[src/verilog/mmd_pkg.sv]
// mmd_pkg: constants and types for the memory map decoder
// assumes a 16-bit byte-addressed core bus with 8-bit data
package mmd_pkg;

  ////////////////////////////////////////////////////////////////////////////
  // address regions
  localparam logic [15:0] IO_LO      = 16'h0000;
  localparam logic [15:0] IO_HI      = 16'h007F;
  localparam logic [15:0] XIO_A_LO   = 16'h0E00;
  localparam logic [15:0] XIO_A_HI   = 16'h0EFF;
  localparam logic [15:0] XIO_B_LO   = 16'h0F80;
  localparam logic [15:0] XIO_B_HI   = 16'h0FFF;
  localparam logic [15:0] DIR_LO     = 16'h0090;
  localparam logic [15:0] DIR_HI     = 16'h00FF;
  localparam logic [15:0] XDIR_HI    = 16'h047F;
  localparam logic [15:0] GPR_LO     = 16'h0100;
  localparam logic [15:0] GPR_HI     = 16'h01FF;
  localparam logic [15:0] NVR_LO     = 16'hFFBB;
  localparam logic [15:0] NVR_HI     = 16'hFFBF;
  localparam logic [15:0] VEC_LO     = 16'hFFC0;
  localparam logic [15:0] VEC_HI     = 16'hFFFF;
  localparam logic [15:0] BANK_BASE  = 16'h0080;
  localparam logic [7:0]  BANK_OPLO  = 8'h80;
  localparam logic [2:0]  DBP_RESET  = 3'h0;

  ////////////////////////////////////////////////////////////////////////////
  // i/o register offsets
  localparam logic [6:0] A_P0_DATA  = 7'h00;
  localparam logic [6:0] A_P0_DIR   = 7'h01;
  localparam logic [6:0] A_P1_DATA  = 7'h02;
  localparam logic [6:0] A_P1_DIR   = 7'h03;
  localparam logic [6:0] A_OSC_WAIT = 7'h05;
  localparam logic [6:0] A_PLL      = 7'h06;
  localparam logic [6:0] A_SYSCLK   = 7'h07;
  localparam logic [6:0] A_STBY     = 7'h08;
  localparam logic [6:0] A_RSTCAUSE = 7'h09;
  localparam logic [6:0] A_TBT      = 7'h0A;
  localparam logic [6:0] A_WPRE     = 7'h0B;
  localparam logic [6:0] A_WDOG     = 7'h0C;
  localparam logic [6:0] A_SYSCLK2  = 7'h0D;
  localparam logic [6:0] A_P4_DATA  = 7'h12;
  localparam logic [6:0] A_P4_DIR   = 7'h13;
  localparam logic [6:0] A_P6_DATA  = 7'h16;
  localparam logic [6:0] A_P6_DIR   = 7'h17;
  localparam logic [6:0] A_P7_DATA  = 7'h18;
  localparam logic [6:0] A_P7_DIR   = 7'h19;
  localparam logic [6:0] A_STBY2    = 7'h1C;
  localparam logic [6:0] A_PF_DATA  = 7'h28;
  localparam logic [6:0] A_PF_DIR   = 7'h29;
  localparam logic [6:0] A_PG_DATA  = 7'h2A;
  localparam logic [6:0] A_PG_DIR   = 7'h2B;
  localparam logic [6:0] A_P0_PULL  = 7'h2C;
  localparam logic [6:0] A_P1_PULL  = 7'h2D;
  localparam logic [6:0] A_BANKSEL  = 7'h78;

  ////////////////////////////////////////////////////////////////////////////
  // reset values (unknown documented bits taken as zero)
  localparam logic [7:0] RST_ZERO   = 8'h00;
  localparam logic [7:0] RST_OSCW   = 8'hFF;
  localparam logic [7:0] RST_SYSCLK = 8'h1B;
  localparam logic [7:0] RST_SYSC2  = 8'h03;
  localparam logic [4:0] RBP_RESET  = 5'h00;

  // bank select mirror layout: [7:3] register bank, [2:0] direct bank
  localparam int BANKSEL_DBP_MSB = 2;
  localparam int BANKSEL_RBP_LSB = 3;

  ////////////////////////////////////////////////////////////////////////////
  // region codes
  typedef enum logic [2:0] {
    MMD_RGN_NONE = 3'b000,
    MMD_RGN_IO   = 3'b001,
    MMD_RGN_XIO  = 3'b010,
    MMD_RGN_RAM  = 3'b011,
    MMD_RGN_GPR  = 3'b100,
    MMD_RGN_NVR  = 3'b101,
    MMD_RGN_VEC  = 3'b110,
    MMD_RGN_PROG = 3'b111
  } mmd_region_e;

  // one core access
  typedef struct packed {
    logic        valid;
    logic        write;
    logic        direct;
    logic [15:0] addr;
    logic [7:0]  wdata;
  } mmd_req_s;

  // decode result
  typedef struct packed {
    mmd_region_e region;
    logic [15:0] phys;
  } mmd_map_s;

endpackage

[src/verilog/mmd_decoder.sv]
// mmd_decoder: memory map decoder and low i/o register bank
// assumes the core presents one access per cycle on core_clk, same domain
//
// Function
// - The space is one linear 64 Kbyte map reached by 16-bit addresses holding i/o, extended i/o, data and program.
// - Addresses 0x0000 to 0x007F decode to peripheral registers reachable by normal and direct accesses.
// - Ranges 0x0E00-0x0EFF and 0x0F80-0x0FFF go to extended i/o, memory accesses only.
// - RAM 0x0090 to 0x00FF is reachable by direct and by normal accesses.
// - Addresses 0x0100 to 0x047F are the extended direct area reached through the direct bank pointer.
// - Addresses 0x0100 to 0x01FF are the general-purpose register area and decode to a region of their own, not RAM.
// - Vector fetches come from 0xFFC0 to 0xFFFF at the top of flash.
// - Flash 0xFFBB to 0xFFBF holds non-volatile register data, apart from code and vectors.
// - Direct operands 0x0000 to 0x007F map unchanged to i/o whatever the bank pointer holds.
// - The direct bank pointer is 3 bits, resets to zero, and at zero maps operands 0x0090-0x00FF to themselves.
// - Pointer values one to seven relocate operands 0x0080-0x00FF to 0x0100 plus 0x80 per step above one.
// - Address 0x0078 mirrors the register and direct bank pointers for reading and writing.
`timescale 1ns/1ps

module mmd_decoder (
  input  wire logic              core_clk,
  input  wire logic              nrst,
  input  wire mmd_pkg::mmd_req_s req,
  output mmd_pkg::mmd_map_s      map,
  output logic                   io_sel,
  output logic                   dir_illegal,
  output logic [7:0]             io_rdata,
  output logic [2:0]             direct_bank_pointer,
  output logic [4:0]             register_bank_pointer,
  output logic [7:0]             port0_data,
  output logic [7:0]             port0_direction,
  output logic [7:0]             port1_data,
  output logic [7:0]             port1_direction,
  output logic [7:0]             port4_data,
  output logic [7:0]             port4_direction,
  output logic [7:0]             port6_data,
  output logic [7:0]             port6_direction,
  output logic [7:0]             port7_data,
  output logic [7:0]             port7_direction,
  output logic [7:0]             port_f_data,
  output logic [7:0]             port_f_direction,
  output logic [7:0]             port_g_data,
  output logic [7:0]             port_g_direction,
  output logic [7:0]             port0_pullup,
  output logic [7:0]             port1_pullup,
  output logic [7:0]             osc_stabilization_wait,
  output logic [7:0]             pll_control,
  output logic [7:0]             system_clock_control,
  output logic [7:0]             standby_control,
  output logic [7:0]             reset_cause,
  output logic [7:0]             timebase_timer_control,
  output logic [7:0]             watch_prescaler_control,
  output logic [7:0]             watchdog_control,
  output logic [7:0]             system_clock_control_second,
  output logic [7:0]             standby_control_second
);

  ////////////////////////////////////////////////////////////////////////////
  // region classification of a physical address
  function automatic mmd_pkg::mmd_region_e classify(input logic [15:0] a);
    mmd_pkg::mmd_region_e r;
    r = mmd_pkg::MMD_RGN_NONE;
    if (a <= mmd_pkg::IO_HI)
      r = mmd_pkg::MMD_RGN_IO;
    else if ((a >= mmd_pkg::XIO_A_LO && a <= mmd_pkg::XIO_A_HI) ||
             (a >= mmd_pkg::XIO_B_LO && a <= mmd_pkg::XIO_B_HI))
      r = mmd_pkg::MMD_RGN_XIO;
    else if (a >= mmd_pkg::GPR_LO && a <= mmd_pkg::GPR_HI)
      r = mmd_pkg::MMD_RGN_GPR;
    else if (a >= mmd_pkg::DIR_LO && a <= mmd_pkg::XDIR_HI)
      r = mmd_pkg::MMD_RGN_RAM;
    else if (a >= mmd_pkg::NVR_LO && a <= mmd_pkg::NVR_HI)
      r = mmd_pkg::MMD_RGN_NVR;
    else if (a >= mmd_pkg::VEC_LO)
      r = mmd_pkg::MMD_RGN_VEC;
    else if (a > mmd_pkg::XIO_B_HI)
      r = mmd_pkg::MMD_RGN_PROG;
    return r;
  endfunction

  ////////////////////////////////////////////////////////////////////////////
  // direct operand relocation
  logic [2:0]  dbp_q;
  logic [4:0]  rbp_q;
  logic [15:0] phys;
  logic [7:0]  op;

  assign op = req.addr[7:0];

  always_comb begin
    phys        = req.addr;
    dir_illegal = 1'b0;
    if (req.direct) begin
      if (op <= mmd_pkg::IO_HI[7:0])
        phys = {8'h00, op};
      else if (dbp_q != mmd_pkg::DBP_RESET)
        phys = mmd_pkg::BANK_BASE + {5'h00, dbp_q, 8'h00} / 16'd2 + {8'h00, op - mmd_pkg::BANK_OPLO};
      else begin
        phys        = {8'h00, op};
        dir_illegal = (op < mmd_pkg::DIR_LO[7:0]);
      end
    end
  end

  always_comb begin
    map.phys   = phys;
    map.region = classify(phys);
  end

  // i/o select for normal or direct accesses
  assign io_sel = req.valid && (map.region == mmd_pkg::MMD_RGN_IO) && !dir_illegal;

  ////////////////////////////////////////////////////////////////////////////
  // i/o register bank, 128 slots
  logic [7:0] regs_q [0:127];
  logic [6:0] ofs;
  logic       wr;

  assign ofs = phys[6:0];
  assign wr  = io_sel && req.write;

  function automatic logic implemented(input logic [6:0] o);
    return (o <= mmd_pkg::A_P1_DIR) || (o >= mmd_pkg::A_OSC_WAIT && o <= mmd_pkg::A_SYSCLK2) ||
           (o == mmd_pkg::A_P4_DATA) || (o == mmd_pkg::A_P4_DIR) ||
           (o >= mmd_pkg::A_P6_DATA && o <= mmd_pkg::A_P7_DIR) || (o == mmd_pkg::A_STBY2) ||
           (o >= mmd_pkg::A_PF_DATA && o <= mmd_pkg::A_P1_PULL);
  endfunction

  function automatic logic [7:0] reset_of(input logic [6:0] o);
    logic [7:0] v;
    v = mmd_pkg::RST_ZERO;
    if (o == mmd_pkg::A_OSC_WAIT)
      v = mmd_pkg::RST_OSCW;
    else if (o == mmd_pkg::A_SYSCLK)
      v = mmd_pkg::RST_SYSCLK;
    else if (o == mmd_pkg::A_SYSCLK2)
      v = mmd_pkg::RST_SYSC2;
    return v;
  endfunction

  // one flop per implemented slot; unused slots stay constant
  // unused slots never written
  genvar gi;
  generate
    for (gi = 0; gi < 128; gi++) begin : g_slot
      if (implemented(7'(gi))) begin : g_reg
        logic [7:0] slot_q;
        always_ff @(posedge core_clk or negedge nrst) begin
          if (!nrst)
            slot_q <= reset_of(7'(gi));
          else if (wr && ofs == 7'(gi))
            slot_q <= req.wdata;
        end
        assign regs_q[gi] = slot_q;
      end else begin : g_void
        assign regs_q[gi] = 8'h00;
      end
    end
  endgenerate

  always_ff @(posedge core_clk or negedge nrst) begin
    if (!nrst) begin
      dbp_q <= mmd_pkg::DBP_RESET;
      rbp_q <= mmd_pkg::RBP_RESET;
    end else if (wr && ofs == mmd_pkg::A_BANKSEL) begin
      dbp_q <= req.wdata[mmd_pkg::BANKSEL_DBP_MSB:0];
      rbp_q <= req.wdata[7:mmd_pkg::BANKSEL_RBP_LSB];
    end
  end

  // registered read data; unused reads zero
  always_ff @(posedge core_clk or negedge nrst) begin
    if (!nrst)
      io_rdata <= 8'h00;
    else if (io_sel && !req.write)
      io_rdata <= (ofs == mmd_pkg::A_BANKSEL) ? {rbp_q, dbp_q} : regs_q[ofs];
  end

  ////////////////////////////////////////////////////////////////////////////
  // register outputs
  assign direct_bank_pointer         = dbp_q;
  assign register_bank_pointer       = rbp_q;
  assign port0_data                  = regs_q[mmd_pkg::A_P0_DATA];
  assign port0_direction             = regs_q[mmd_pkg::A_P0_DIR];
  assign port1_data                  = regs_q[mmd_pkg::A_P1_DATA];
  assign port1_direction             = regs_q[mmd_pkg::A_P1_DIR];
  assign port4_data                  = regs_q[mmd_pkg::A_P4_DATA];
  assign port4_direction             = regs_q[mmd_pkg::A_P4_DIR];
  assign port6_data                  = regs_q[mmd_pkg::A_P6_DATA];
  assign port6_direction             = regs_q[mmd_pkg::A_P6_DIR];
  assign port7_data                  = regs_q[mmd_pkg::A_P7_DATA];
  assign port7_direction             = regs_q[mmd_pkg::A_P7_DIR];
  assign port_f_data                 = regs_q[mmd_pkg::A_PF_DATA];
  assign port_f_direction            = regs_q[mmd_pkg::A_PF_DIR];
  assign port_g_data                 = regs_q[mmd_pkg::A_PG_DATA];
  assign port_g_direction            = regs_q[mmd_pkg::A_PG_DIR];
  assign port0_pullup                = regs_q[mmd_pkg::A_P0_PULL];
  assign port1_pullup                = regs_q[mmd_pkg::A_P1_PULL];
  assign osc_stabilization_wait      = regs_q[mmd_pkg::A_OSC_WAIT];
  assign pll_control                 = regs_q[mmd_pkg::A_PLL];
  assign system_clock_control        = regs_q[mmd_pkg::A_SYSCLK];
  assign standby_control             = regs_q[mmd_pkg::A_STBY];
  assign reset_cause                 = regs_q[mmd_pkg::A_RSTCAUSE];
  assign timebase_timer_control      = regs_q[mmd_pkg::A_TBT];
  assign watch_prescaler_control     = regs_q[mmd_pkg::A_WPRE];
  assign watchdog_control            = regs_q[mmd_pkg::A_WDOG];
  assign system_clock_control_second = regs_q[mmd_pkg::A_SYSCLK2];
  assign standby_control_second      = regs_q[mmd_pkg::A_STBY2];

  ////////////////////////////////////////////////////////////////////////////
  // checks
  chk_io_passthru: assert property (@(posedge core_clk) disable iff (!nrst)
    (req.direct && req.addr[7:0] <= 8'h7F) |-> (map.phys == {8'h00, req.addr[7:0]}))
    else $error("direct i/o operand relocated");

  chk_bank_window: assert property (@(posedge core_clk) disable iff (!nrst)
    (req.direct && req.addr[7] && dbp_q != 3'd0) |->
      (map.phys == 16'h0080 + {5'h00, dbp_q, 7'h00} + {9'h000, req.addr[6:0]}))
    else $error("bank window address wrong");

  chk_bank_zero: assert property (@(posedge core_clk) disable iff (!nrst)
    (req.direct && req.addr[7:0] >= 8'h90 && dbp_q == 3'd0) |-> (map.phys == {8'h00, req.addr[7:0]}))
    else $error("bank zero not identity");

  chk_io_region: assert property (@(posedge core_clk) disable iff (!nrst)
    (!req.direct && req.addr <= 16'h007F) |-> (map.region == mmd_pkg::MMD_RGN_IO))
    else $error("i/o area not decoded");

  chk_xio_region: assert property (@(posedge core_clk) disable iff (!nrst)
    (!req.direct && req.addr[15:8] == 8'h0E) |-> (map.region == mmd_pkg::MMD_RGN_XIO))
    else $error("extended i/o not decoded");

  chk_vec_region: assert property (@(posedge core_clk) disable iff (!nrst)
    (!req.direct && req.addr >= 16'hFFC0) |-> (map.region == mmd_pkg::MMD_RGN_VEC))
    else $error("vector table not decoded");

  chk_nvr_region: assert property (@(posedge core_clk) disable iff (!nrst)
    (!req.direct && req.addr >= 16'hFFBB && req.addr <= 16'hFFBF) |-> (map.region == mmd_pkg::MMD_RGN_NVR))
    else $error("nonvolatile area not decoded");

  chk_gpr_region: assert property (@(posedge core_clk) disable iff (!nrst)
    (!req.direct && req.addr[15:8] == 8'h01) |-> (map.region == mmd_pkg::MMD_RGN_GPR))
    else $error("register area not decoded");

  chk_mirror_write: assert property (@(posedge core_clk) disable iff (!nrst)
    (io_sel && req.write && map.phys == 16'h0078) |=> ({rbp_q, dbp_q} == $past(req.wdata)))
    else $error("bank mirror not written");

  chk_unused_zero: assert property (@(posedge core_clk) disable iff (!nrst)
    (io_sel && !req.write && map.phys == 16'h0004) |=> (io_rdata == 8'h00))
    else $error("unused i/o read nonzero");

  chk_ram_region: assert property (@(posedge core_clk) disable iff (!nrst)
    (!req.direct && req.addr >= 16'h0090 && req.addr <= 16'h00FF) |-> (map.region == mmd_pkg::MMD_RGN_RAM))
    else $error("direct ram not decoded");

  chk_xdir_region: assert property (@(posedge core_clk) disable iff (!nrst)
    (!req.direct && req.addr >= 16'h0200 && req.addr <= 16'h047F) |-> (map.region == mmd_pkg::MMD_RGN_RAM))
    else $error("extended direct ram not decoded");

  chk_xio_upper: assert property (@(posedge core_clk) disable iff (!nrst)
    (!req.direct && req.addr >= 16'h0F80 && req.addr <= 16'h0FFF) |-> (map.region == mmd_pkg::MMD_RGN_XIO))
    else $error("upper extended i/o not decoded");

  chk_xio_no_direct: assert property (@(posedge core_clk) disable iff (!nrst)
    req.direct |-> (map.region != mmd_pkg::MMD_RGN_XIO))
    else $error("direct access reached extended i/o");

  chk_direct_io_sel: assert property (@(posedge core_clk) disable iff (!nrst)
    (req.valid && req.direct && req.addr[7:0] <= 8'h7F) |-> io_sel)
    else $error("direct i/o access not selected");

  chk_io_sel_valid: assert property (@(posedge core_clk) disable iff (!nrst)
    io_sel |-> (req.valid && map.phys <= 16'h007F))
    else $error("i/o select outside i/o area");

  chk_gap_region: assert property (@(posedge core_clk) disable iff (!nrst)
    (!req.direct && req.addr >= 16'h0480 && req.addr <= 16'h0DFF) |-> (map.region == mmd_pkg::MMD_RGN_NONE))
    else $error("unmapped gap decoded");

  chk_prog_region: assert property (@(posedge core_clk) disable iff (!nrst)
    (!req.direct && req.addr >= 16'h1000 && req.addr <= 16'hFFBA) |-> (map.region == mmd_pkg::MMD_RGN_PROG))
    else $error("program area not decoded");

  chk_window_range: assert property (@(posedge core_clk) disable iff (!nrst)
    (req.direct && req.addr[7] && dbp_q != 3'd0) |-> (map.phys >= 16'h0100 && map.phys <= 16'h047F))
    else $error("bank window outside extended ram");

  chk_bank_one: assert property (@(posedge core_clk) disable iff (!nrst)
    (req.direct && req.addr[7:0] == 8'h80 && dbp_q == 3'd1) |-> (map.phys == 16'h0100))
    else $error("first bank window base wrong");

  chk_bank_seven: assert property (@(posedge core_clk) disable iff (!nrst)
    (req.direct && req.addr[7:0] == 8'hFF && dbp_q == 3'd7) |-> (map.phys == 16'h047F))
    else $error("last bank window top wrong");

  chk_gpr_window: assert property (@(posedge core_clk) disable iff (!nrst)
    (req.direct && req.addr[7] && (dbp_q == 3'd1 || dbp_q == 3'd2)) |-> (map.region == mmd_pkg::MMD_RGN_GPR))
    else $error("low bank windows miss register area");

  chk_illegal_cause: assert property (@(posedge core_clk) disable iff (!nrst)
    dir_illegal |-> (req.direct && dbp_q == 3'd0 && req.addr[7:0] >= 8'h80 && req.addr[7:0] < 8'h90))
    else $error("illegal flag without cause");

  chk_illegal_no_sel: assert property (@(posedge core_clk) disable iff (!nrst)
    dir_illegal |-> !io_sel)
    else $error("illegal direct operand selected i/o");

  chk_vec_top: assert property (@(posedge core_clk) disable iff (!nrst)
    (map.region == mmd_pkg::MMD_RGN_VEC) |-> (map.phys >= 16'hFFC0))
    else $error("vector region below table");

  chk_nvr_bounds: assert property (@(posedge core_clk) disable iff (!nrst)
    (map.region == mmd_pkg::MMD_RGN_NVR) |-> (map.phys >= 16'hFFBB && map.phys <= 16'hFFBF))
    else $error("nonvolatile region out of bounds");

  chk_io_write: assert property (@(posedge core_clk) disable iff (!nrst)
    (io_sel && req.write && map.phys == 16'h0000) |=> (port0_data == $past(req.wdata)))
    else $error("port register not written");

  chk_direct_write: assert property (@(posedge core_clk) disable iff (!nrst)
    (io_sel && req.write && req.direct && req.addr[7:0] == 8'h02) |=> (port1_data == $past(req.wdata)))
    else $error("direct i/o write lost");

  chk_mirror_read: assert property (@(posedge core_clk) disable iff (!nrst)
    (io_sel && !req.write && map.phys == 16'h0078) |=> (io_rdata == {rbp_q, dbp_q}))
    else $error("bank mirror read wrong");

  chk_rdata_hold: assert property (@(posedge core_clk) disable iff (!nrst)
    !(io_sel && !req.write) |=> $stable(io_rdata))
    else $error("read data moved without a read");

  chk_pointer_hold: assert property (@(posedge core_clk) disable iff (!nrst)
    !(io_sel && req.write && map.phys == 16'h0078) |=> ($stable(dbp_q) && $stable(rbp_q)))
    else $error("bank pointers moved without a write");

  chk_unused_stable: assert property (@(posedge core_clk) disable iff (!nrst)
    (io_sel && req.write && map.phys == 16'h0004) |=> ($stable(port0_data) && $stable(osc_stabilization_wait)))
    else $error("unused write disturbed a register");

endmodule

[config.mk]
export PLATFORM = sky130hd
export DESIGN_NAME = mmd_decoder
export DESIGN_NICKNAME = d
export VERILOG_FILES = /design/src/verilog/mmd_pkg.sv /design/src/verilog/mmd_decoder.sv
export SDC_FILE = /design/constraint.sdc
export NUM_CORES = 1
export LEC_CHECK = 0
export BUFFER_PORTS_ARGS = -buffer_cell sky130_fd_sc_hd__buf_2
export CORE_ASPECT_RATIO = 1.4
export CORE_MARGIN = 1.5
export CORE_UTILIZATION = 54
export CTS_CLUSTER_DIAMETER = 120
export CTS_CLUSTER_SIZE = 12
export DETAILED_ROUTE_END_ITERATION = 8
export GPL_ROUTABILITY_DRIVEN = 0
export PLACE_DENSITY = 0.8
export SLEW_MARGIN = 20
export SYNTH_ARGS = -nofsm -noshare
export SYNTH_HDL_FRONTEND = slang
export SYNTH_SLANG_ARGS = --single-unit
[constraint.sdc]
create_clock -name core_clk -period 4.1 [get_ports core_clk]
set_input_delay 0.205 -clock core_clk [delete_from_list [all_inputs] [get_ports core_clk]]
set_output_delay 0.205 -clock core_clk [all_outputs]
set_load 0.005 [all_outputs]
==> results.md, run 1 <==
- Final worst path period share: 87.9%
- RSZ-0062 raised after global routing: no
- Row count: 61
- Slew @ Worst Pin: 0.899 ns
- Cts bufs inserted: 22
- Wire per inst: 26.2 um
- Critical-path cell list: inv_1 -> ha_1 -> inv_1 -> ha_1 -> ha_1 -> o221ai_1 -> a2111o_1 -> a21oi_2 -> buf_4 -> and4_1 -> mux2_2
- Post-Syn Area: 0.0110 sq mm
- CTS tree: yes
- Final setup fails: 0
- Crit path kind: reg2reg
- Setup total negative slack: 0 ns
- Synth warnings: 0
- CP max stage cell: a2111o_1
- GRT Total Usage: 33.2%
- Crit Path Max Fanout: 9
- Type of the most critical hold path: in2async
- Post-synthesis cell count: 820
- Routed Antenna Nets: 0
- Final HPWL DP: 24.6 mm
- Reg2reg end: port6_direction[6]
- Total gr overflow: 0
- Post-CTS Setup Inserts: 0
- Clk_lat worst skew: 0.52 ns
- Fmax: 277 MHz
- Clock Skew: 0.0214 ns
- Nets: 1099
- Antenna violations before repair: 0
- Reg2reg path depth: 11
- Die area: 0.0213 sq mm
- TritonRoute pass-1 iters: 5
- Reg2reg start: direct_bank_pointer[0]
- Syn-to-layout area delta: 19.8%
- First-pass GRT wire length: 52.3 mm
- Placed cell count: 1294
- DRT Wirelength: 34.9 mm
- Vias in the first global route: 8653
- Startpoint Class: flip-flop
- Design Power: 4.51 mW
- Worst-path clk slew: 0.07 ns
- Worst VDD drop: 337 uV
- Clock Path Buffers: 3
- Mean Syn Cell Area: 13.4 sq um
- IO Port Bufs: 273
- Post-synth top flop: dfrtp_1
- Vias/cell: 6.35
- Crit end category: flip-flop
- Slew HR: 39.9%
- Max_cap viols: 0
- Clock sinks: 224
- Filler cells: 1549
- # diodes: 0
- Die height: 172 um
- CP arrival: 3.98 ns
- Vias: 8477
- Root Driver: clkbuf_16
- Largest net degree at the start of global routing: 94
- Status: finished clean
- Layout cell share with drive strength beyond 1: 56.4%
- CP required: 4.48 ns
- Leakage: 7.11 nW
- Finished Core Util: 66.2%
- Reg2Reg Setup Slack: 0.49 ns
- Fin. Hold Viols: 0
- Pins over their slew limit: 0
- Final Non-Filler Cells: 1335
- Crit path largest cell delay: 0.48 ns
- Initial DRC Count: 774
- Share of flip-flops with an asynchronous set or reset: 100%
- H-tree levels: 1
- CTS resizes: 0
- PD cells: 342 mW/mm^2
- Post-synthesis cell type count: 66
- Seq/Total Area, Yosys: 51.1%
- Synth Register Bits: 224
- Total core area: 0.0199 sq mm
- Number of synthesized flops with an enable pin: 0
- Syn Nets: 852
- Drt drc: 0
- Initial core utilization: 55.2%
- Tmin final: 3.61 ns
- Die span in x: 124 um
- I/O pin total: 274
- Most frequent cell on the critical path: ha_1
[power breakdown]
group / total, mW / internal, mW / switching (mW) / leakage, nW
Clock: 1.94 / 1.11 / 0.833 / 0.316
Sequential: 2.25 / 2.23 / 0.0184 / 3.07
Combinational: 0.319 / 0.0988 / 0.220 / 3.72
Total: 4.51 / 3.44 / 1.07 / 7.11
[routing by layer]
metal / vias to the layer above / GRT usage (%) / share of wire (%)
met3: 90 / 7.72 / 8.3
met4: 0 / 14.0 / 3.9
met5: - / 0 / 0
met1: 4349 / 41.6 / 38
met2: 455 / 55.1 / 50
li1: 3583 / - / -
[cells in the mapped netlist, types with 7 or more instances]
cell type,count,area [sq um]
nor3b_1,7,52.6
nor2_1,22,82.6
mux2_2,236,2660
nand2_1,22,82.6
a21oi_1,12,60.1
and4_1,9,78.8
buf_2,19,95.1
mux2i_1,13,130
dfstp_2,14,368
nand2_2,7,43.8
a22oi_1,19,143
nand4_2,7,87.6
and3_1,8,50.1
clkbuf_1,34,128
inv_1,13,48.8
buf_4,8,60.1
nor2b_1,13,81.3
dfrtp_1,210,5260
o21ai_0,26,130
mux4_2,24,541
[worst max-delay path by stage]
stage / from / to / slack [ns] / cells after the start
global route: direct_bank_pointer[0] / osc_stabilization_wait[4] / 0.34 / 10
floorplan: direct_bank_pointer[0] / system_clock_control[2] / 1.07 / 13
finish: direct_bank_pointer[0] / port6_direction[6] / 0.49 / 11
global placement: direct_bank_pointer[0] / system_clock_control_second[6] / 0.67 / 11
detailed placement: direct_bank_pointer[0] / osc_stabilization_wait[0] / 0.58 / 11
CTS: direct_bank_pointer[0] / system_clock_control_second[3] / 0.55 / 11
[cell usage in the layout (no fill, tap or decap), types with 9 or more instances in the layout]
master,count
mux4_2,24
clkbuf_1,16
o21ai_0,26
clkbuf_16,23
buf_2,271
dfstp_2,14
mux2_2,236
nor2_1,22
nand2_1,22
dfrtp_1,210
buf_4,15
and4_1,9
a22oi_1,19
a21oi_1,12
inv_1,13
nor2b_1,13
mux2i_1,13
[critical path: cells and delay by family, from the launching register on]
kind                     cells  cell delay, ns
buffers and inverters        3            0.40
flip-flops                   1            0.43
adder cells (fa/ha/maj)      3            0.65
multiplexers                 1            0.40
AO/OA/AOI/OAI                3            1.08
AND/OR/NAND/NOR              1            0.48
[timing repair]
action | CTS | global route
hold endpoints to repair | 84 | 0
hold buffers | 1 | 0
setup endpoints to repair | 0 | 0
[per-stage QoR]
| step | cell area (sq um) | hold slack (ns) | setup slack (ns) |
|---|---|---|---|
| 5_1_grt | 13200 | 0.345 | 0.339 |
| 6_report | 13200 | 0.337 | 0.495 |
| 3_5_place_dp | 12500 | 0.322 | 0.583 |
| 4_1_cts | 13200 | 0.317 | 0.553 |
| 2_1_floorplan | 11000 | -0.0906 | 1.07 |
| 3_3_place_gp | 12500 | 0.320 | 0.666 |
[kinds of logic after synthesis]
kind of cell	Yosys count	share of synthesized area (%)
buf+inv	79	3.35
fa+ha+maj	3	0.341
flops	224	51.1
simple gates	131	7.61
mux	273	30.2
compound gates	110	7.35
[area by class of cell]
type	instances	area (sq um)	share of cell area [%]
clock buffers	39	636	4.82
flip-flops and latches	224	5620	42.7
inverters	13	48.8	0.370
clock inverters	1	30.0	0.228
well taps	252	315	2.39
repair buffers	289	1510	11.5
multi-input cells	517	5020	38.1
(Power assumes the default switching activity.)
==> inputs of run 2 (changes only) <==
--- a/config.mk
+++ b/config.mk
@@ -13,7 +13,7 @@
 export CTS_CLUSTER_SIZE = 12
 export DETAILED_ROUTE_END_ITERATION = 8
 export GPL_ROUTABILITY_DRIVEN = 0
-export PLACE_DENSITY = 0.8
+export PLACE_DENSITY = 0.81
 export SLEW_MARGIN = 20
 export SYNTH_ARGS = -nofsm -noshare
 export SYNTH_HDL_FRONTEND = slang
==> constraint.sdc (replaced) <==
create_clock -name core_clk -period 4.1 [get_ports core_clk]
set_input_delay 0.41 -clock core_clk [delete_from_list [all_inputs] [get_ports core_clk]]
set_output_delay 0.41 -clock core_clk [all_outputs]
set_load 0.005 [all_outputs]
==> results.md, run 2 (synthesized netlist as in run 1, its figures left out) <==
- Status: finished with violations (was finished clean)
- Failing checks: hold timing
- TritonRoute pass-1 iters: 5 (unchanged)
- Critical-path cell list: inv_1 -> ha_1 -> inv_1 -> ha_1 -> ha_1 -> nor2_1 -> and3_1 -> or3_1 -> a2111oi_4 -> and2_1 -> mux2_2 (was inv_1 -> ha_1 -> inv_1 -> ha_1 -> ha_1 -> o221ai_1 -> a2111o_1 -> a21oi_2 -> buf_4 -> and4_1 -> mux2_2)
- First-pass GRT wire length: 50.9 mm (was 52.3 mm)
- Nets: 1098 (was 1099)
- Routed Antenna Nets: 0 (unchanged)
- Vias/cell: 6.36 (was 6.35)
- Commonest non-fill, non-tap cell in the layout: buf_2 (unchanged)
- Crit path kind: reg2reg (unchanged)
- CP required: 4.48 ns (about the same)
- Fin. Hold Viols: 15 (was 0)
- Worst-path clk slew: 0.06 ns (was 0.07 ns)
- Fmax: 279 MHz (was 277 MHz)
- Gate power share: 7.1% (about the same)
- Clock Skew: 0.0140 ns (was 0.0214 ns)
- RSZ-0062 raised after global routing: no (unchanged)
- Cts bufs inserted: 22 (unchanged)
- Switching Power: 1.05 mW (was 1.07 mW)
- GRT Total Usage: 32.5% (was 33.2%)
- Internal Power: 3.43 mW (was 3.44 mW)
- CP arrival: 3.96 ns (was 3.98 ns)
- Final HPWL DP: 24.2 mm (was 24.6 mm)
- Startpoint Class: flip-flop (unchanged)
- Setup total negative slack: 0 ns (unchanged)
- Crit end category: flip-flop (unchanged)
- Initial core utilization: 55.2% (unchanged)
- Initial DRC Count: 603 (was 774)
- Vias in the first global route: 8302 (was 8653)
- I/O pin total: 274 (unchanged)
- Row count: 61 (unchanged)
- Type of the most critical hold path: in2async (unchanged)
- Antenna violations before repair: 0 (unchanged)
- Final WS setup: 0.522 ns (was 0.495 ns)
- Max_cap viols: 0 (unchanged)
- Slew HR: 35.7% (was 39.9%)
- Clock sinks: 224 (unchanged)
- Final worst path period share: 87.3% (was 87.9%)
- Vias: 8472 (was 8477)
- Sequential Power Share: 50.2% (was 49.9%)
- CP max stage cell: a2111oi_4 (was a2111o_1)
- Syn-to-layout area delta: 19.8% (about the same)
- Reg2reg start: direct_bank_pointer[0] (unchanged)
- Slew @ Worst Pin: 0.957 ns (was 0.899 ns)
- CTS tree: yes (unchanged)
- Die span in x: 124 um (unchanged)
- Die area: 0.0213 sq mm (unchanged)
- Drt drc: 0 (unchanged)
- Largest net degree at the start of global routing: 97 (was 94)
- Hold buffers post-CTS: 0 (was 1)
- Crit path largest cell delay: 0.62 ns (was 0.48 ns)
- Clk_lat worst skew: 0.51 ns (was 0.52 ns)
- Layout cell share with drive strength beyond 1: 56.6% (was 56.4%)
- Design Power: 4.48 mW (was 4.51 mW)
- Wire per inst: 25.9 um (was 26.2 um)
- Clock Path Buffers: 3 (unchanged)
- Total gr overflow: 0 (unchanged)
- IO Port Bufs: 273 (unchanged)
- DRT Wirelength: 34.5 mm (was 34.9 mm)
- Tmin final: 3.58 ns (was 3.61 ns)
- PD cells: 340 mW/mm^2 (was 342 mW/mm^2)
- Top Family by Delay on Critical Path: simple AND/OR/NAND/NOR gates (was compound AO/OA/AOI/OAI gates)
- Root Driver: clkbuf_16 (unchanged)
- Hold Slack: -0.0440 ns (was 0.337 ns)
- Most frequent cell on the critical path: ha_1 (unchanged)
- CTS resizes: 0 (unchanged)
- Die height: 172 um (unchanged)
- Switching fraction of total power: 23.4% (was 23.7%)
- Post-CTS Setup Inserts: 0 (unchanged)
- H-tree levels: 1 (unchanged)
- Worst VDD drop: 362 uV (was 337 uV)
- Setup crit start: direct_bank_pointer[0] (unchanged)
- Total core area: 0.0199 sq mm (unchanged)
- Dpl ws: 0.591 ns (was 0.583 ns)
- Clock share of power: 42.7% (was 43.0%)
- CP Buf/Inv Count: 2 (was 3)
- Crit Path Max Fanout: 8 (was 9)
- # diodes: 0 (unchanged)
- Leakage: 7.11 nW (about the same)
- Most frequent cells in the layout: buf_2 (271), mux2_2 (236), dfrtp_1 (210), o21ai_0 (26), mux4_2 (24) (unchanged)
- Final setup fails: 0 (unchanged)
- Pins over their slew limit: 0 (unchanged)
[run 2: cell types whose count changed in the layout (fill, tap and decap cells not counted), sizes merged]
cell,before,now
dlygate4sd3,1,0
clkbuf,40,38
[run 2: routing by layer]
layer / global-route usage [%] / up-vias / part of all wire [%]
met5: 0 / - / 0
met4: 17.0 / 0 / 5.7
met3: 4.39 / 98 / 7.5
met2: 53.2 / 454 / 49
met1: 42.0 / 4333 / 38
li1: - / 3587 / -
[run 2: power groups by stage]
stage	clock network [mW]	registers, mW	logic (mW)
floorplan	0	2.29	0.148
global placement	0	2.29	0.311
detailed placement	0	2.29	0.314
CTS	1.94	2.25	0.315
global route	2.03	2.25	0.342
finish	1.91	2.25	0.317
[run 2: layout make-up]
cell class              instances  area, sq um
fillers                      1514         6740
flip-flops and latches        224         5620
multi-input cells             517         5020
repair buffers                288         1520
clock buffers                  37          628
well taps                     252          315
inverters                      13         48.8
clock inverters                 1         30.0
[run 2: path summary, 6_finish.rpt]
kind                                             endpoint  slack (ns)  cells after the start
max                        system_clock_control_second[2]        0.52                     11
min                                         port1_data[2]       -0.04                      1
max reg2reg                system_clock_control_second[2]        0.52                     11
min reg2reg                                   io_rdata[7]        0.50                      1
max in group asynchronous                   port4_data[4]        3.00                      2
min in group core_clk                         io_rdata[7]        0.50                      1
[run 2: metrics by stage]
stage               utilization, %  cells  cell area, sq um
finish                        66.2   1332             13200
global route                  66.2   1332             13200
CTS                           66.2   1332             13200
detailed placement            62.8   1294             12500
global placement              62.8   1294             12500
floorplan                        -    820             11000
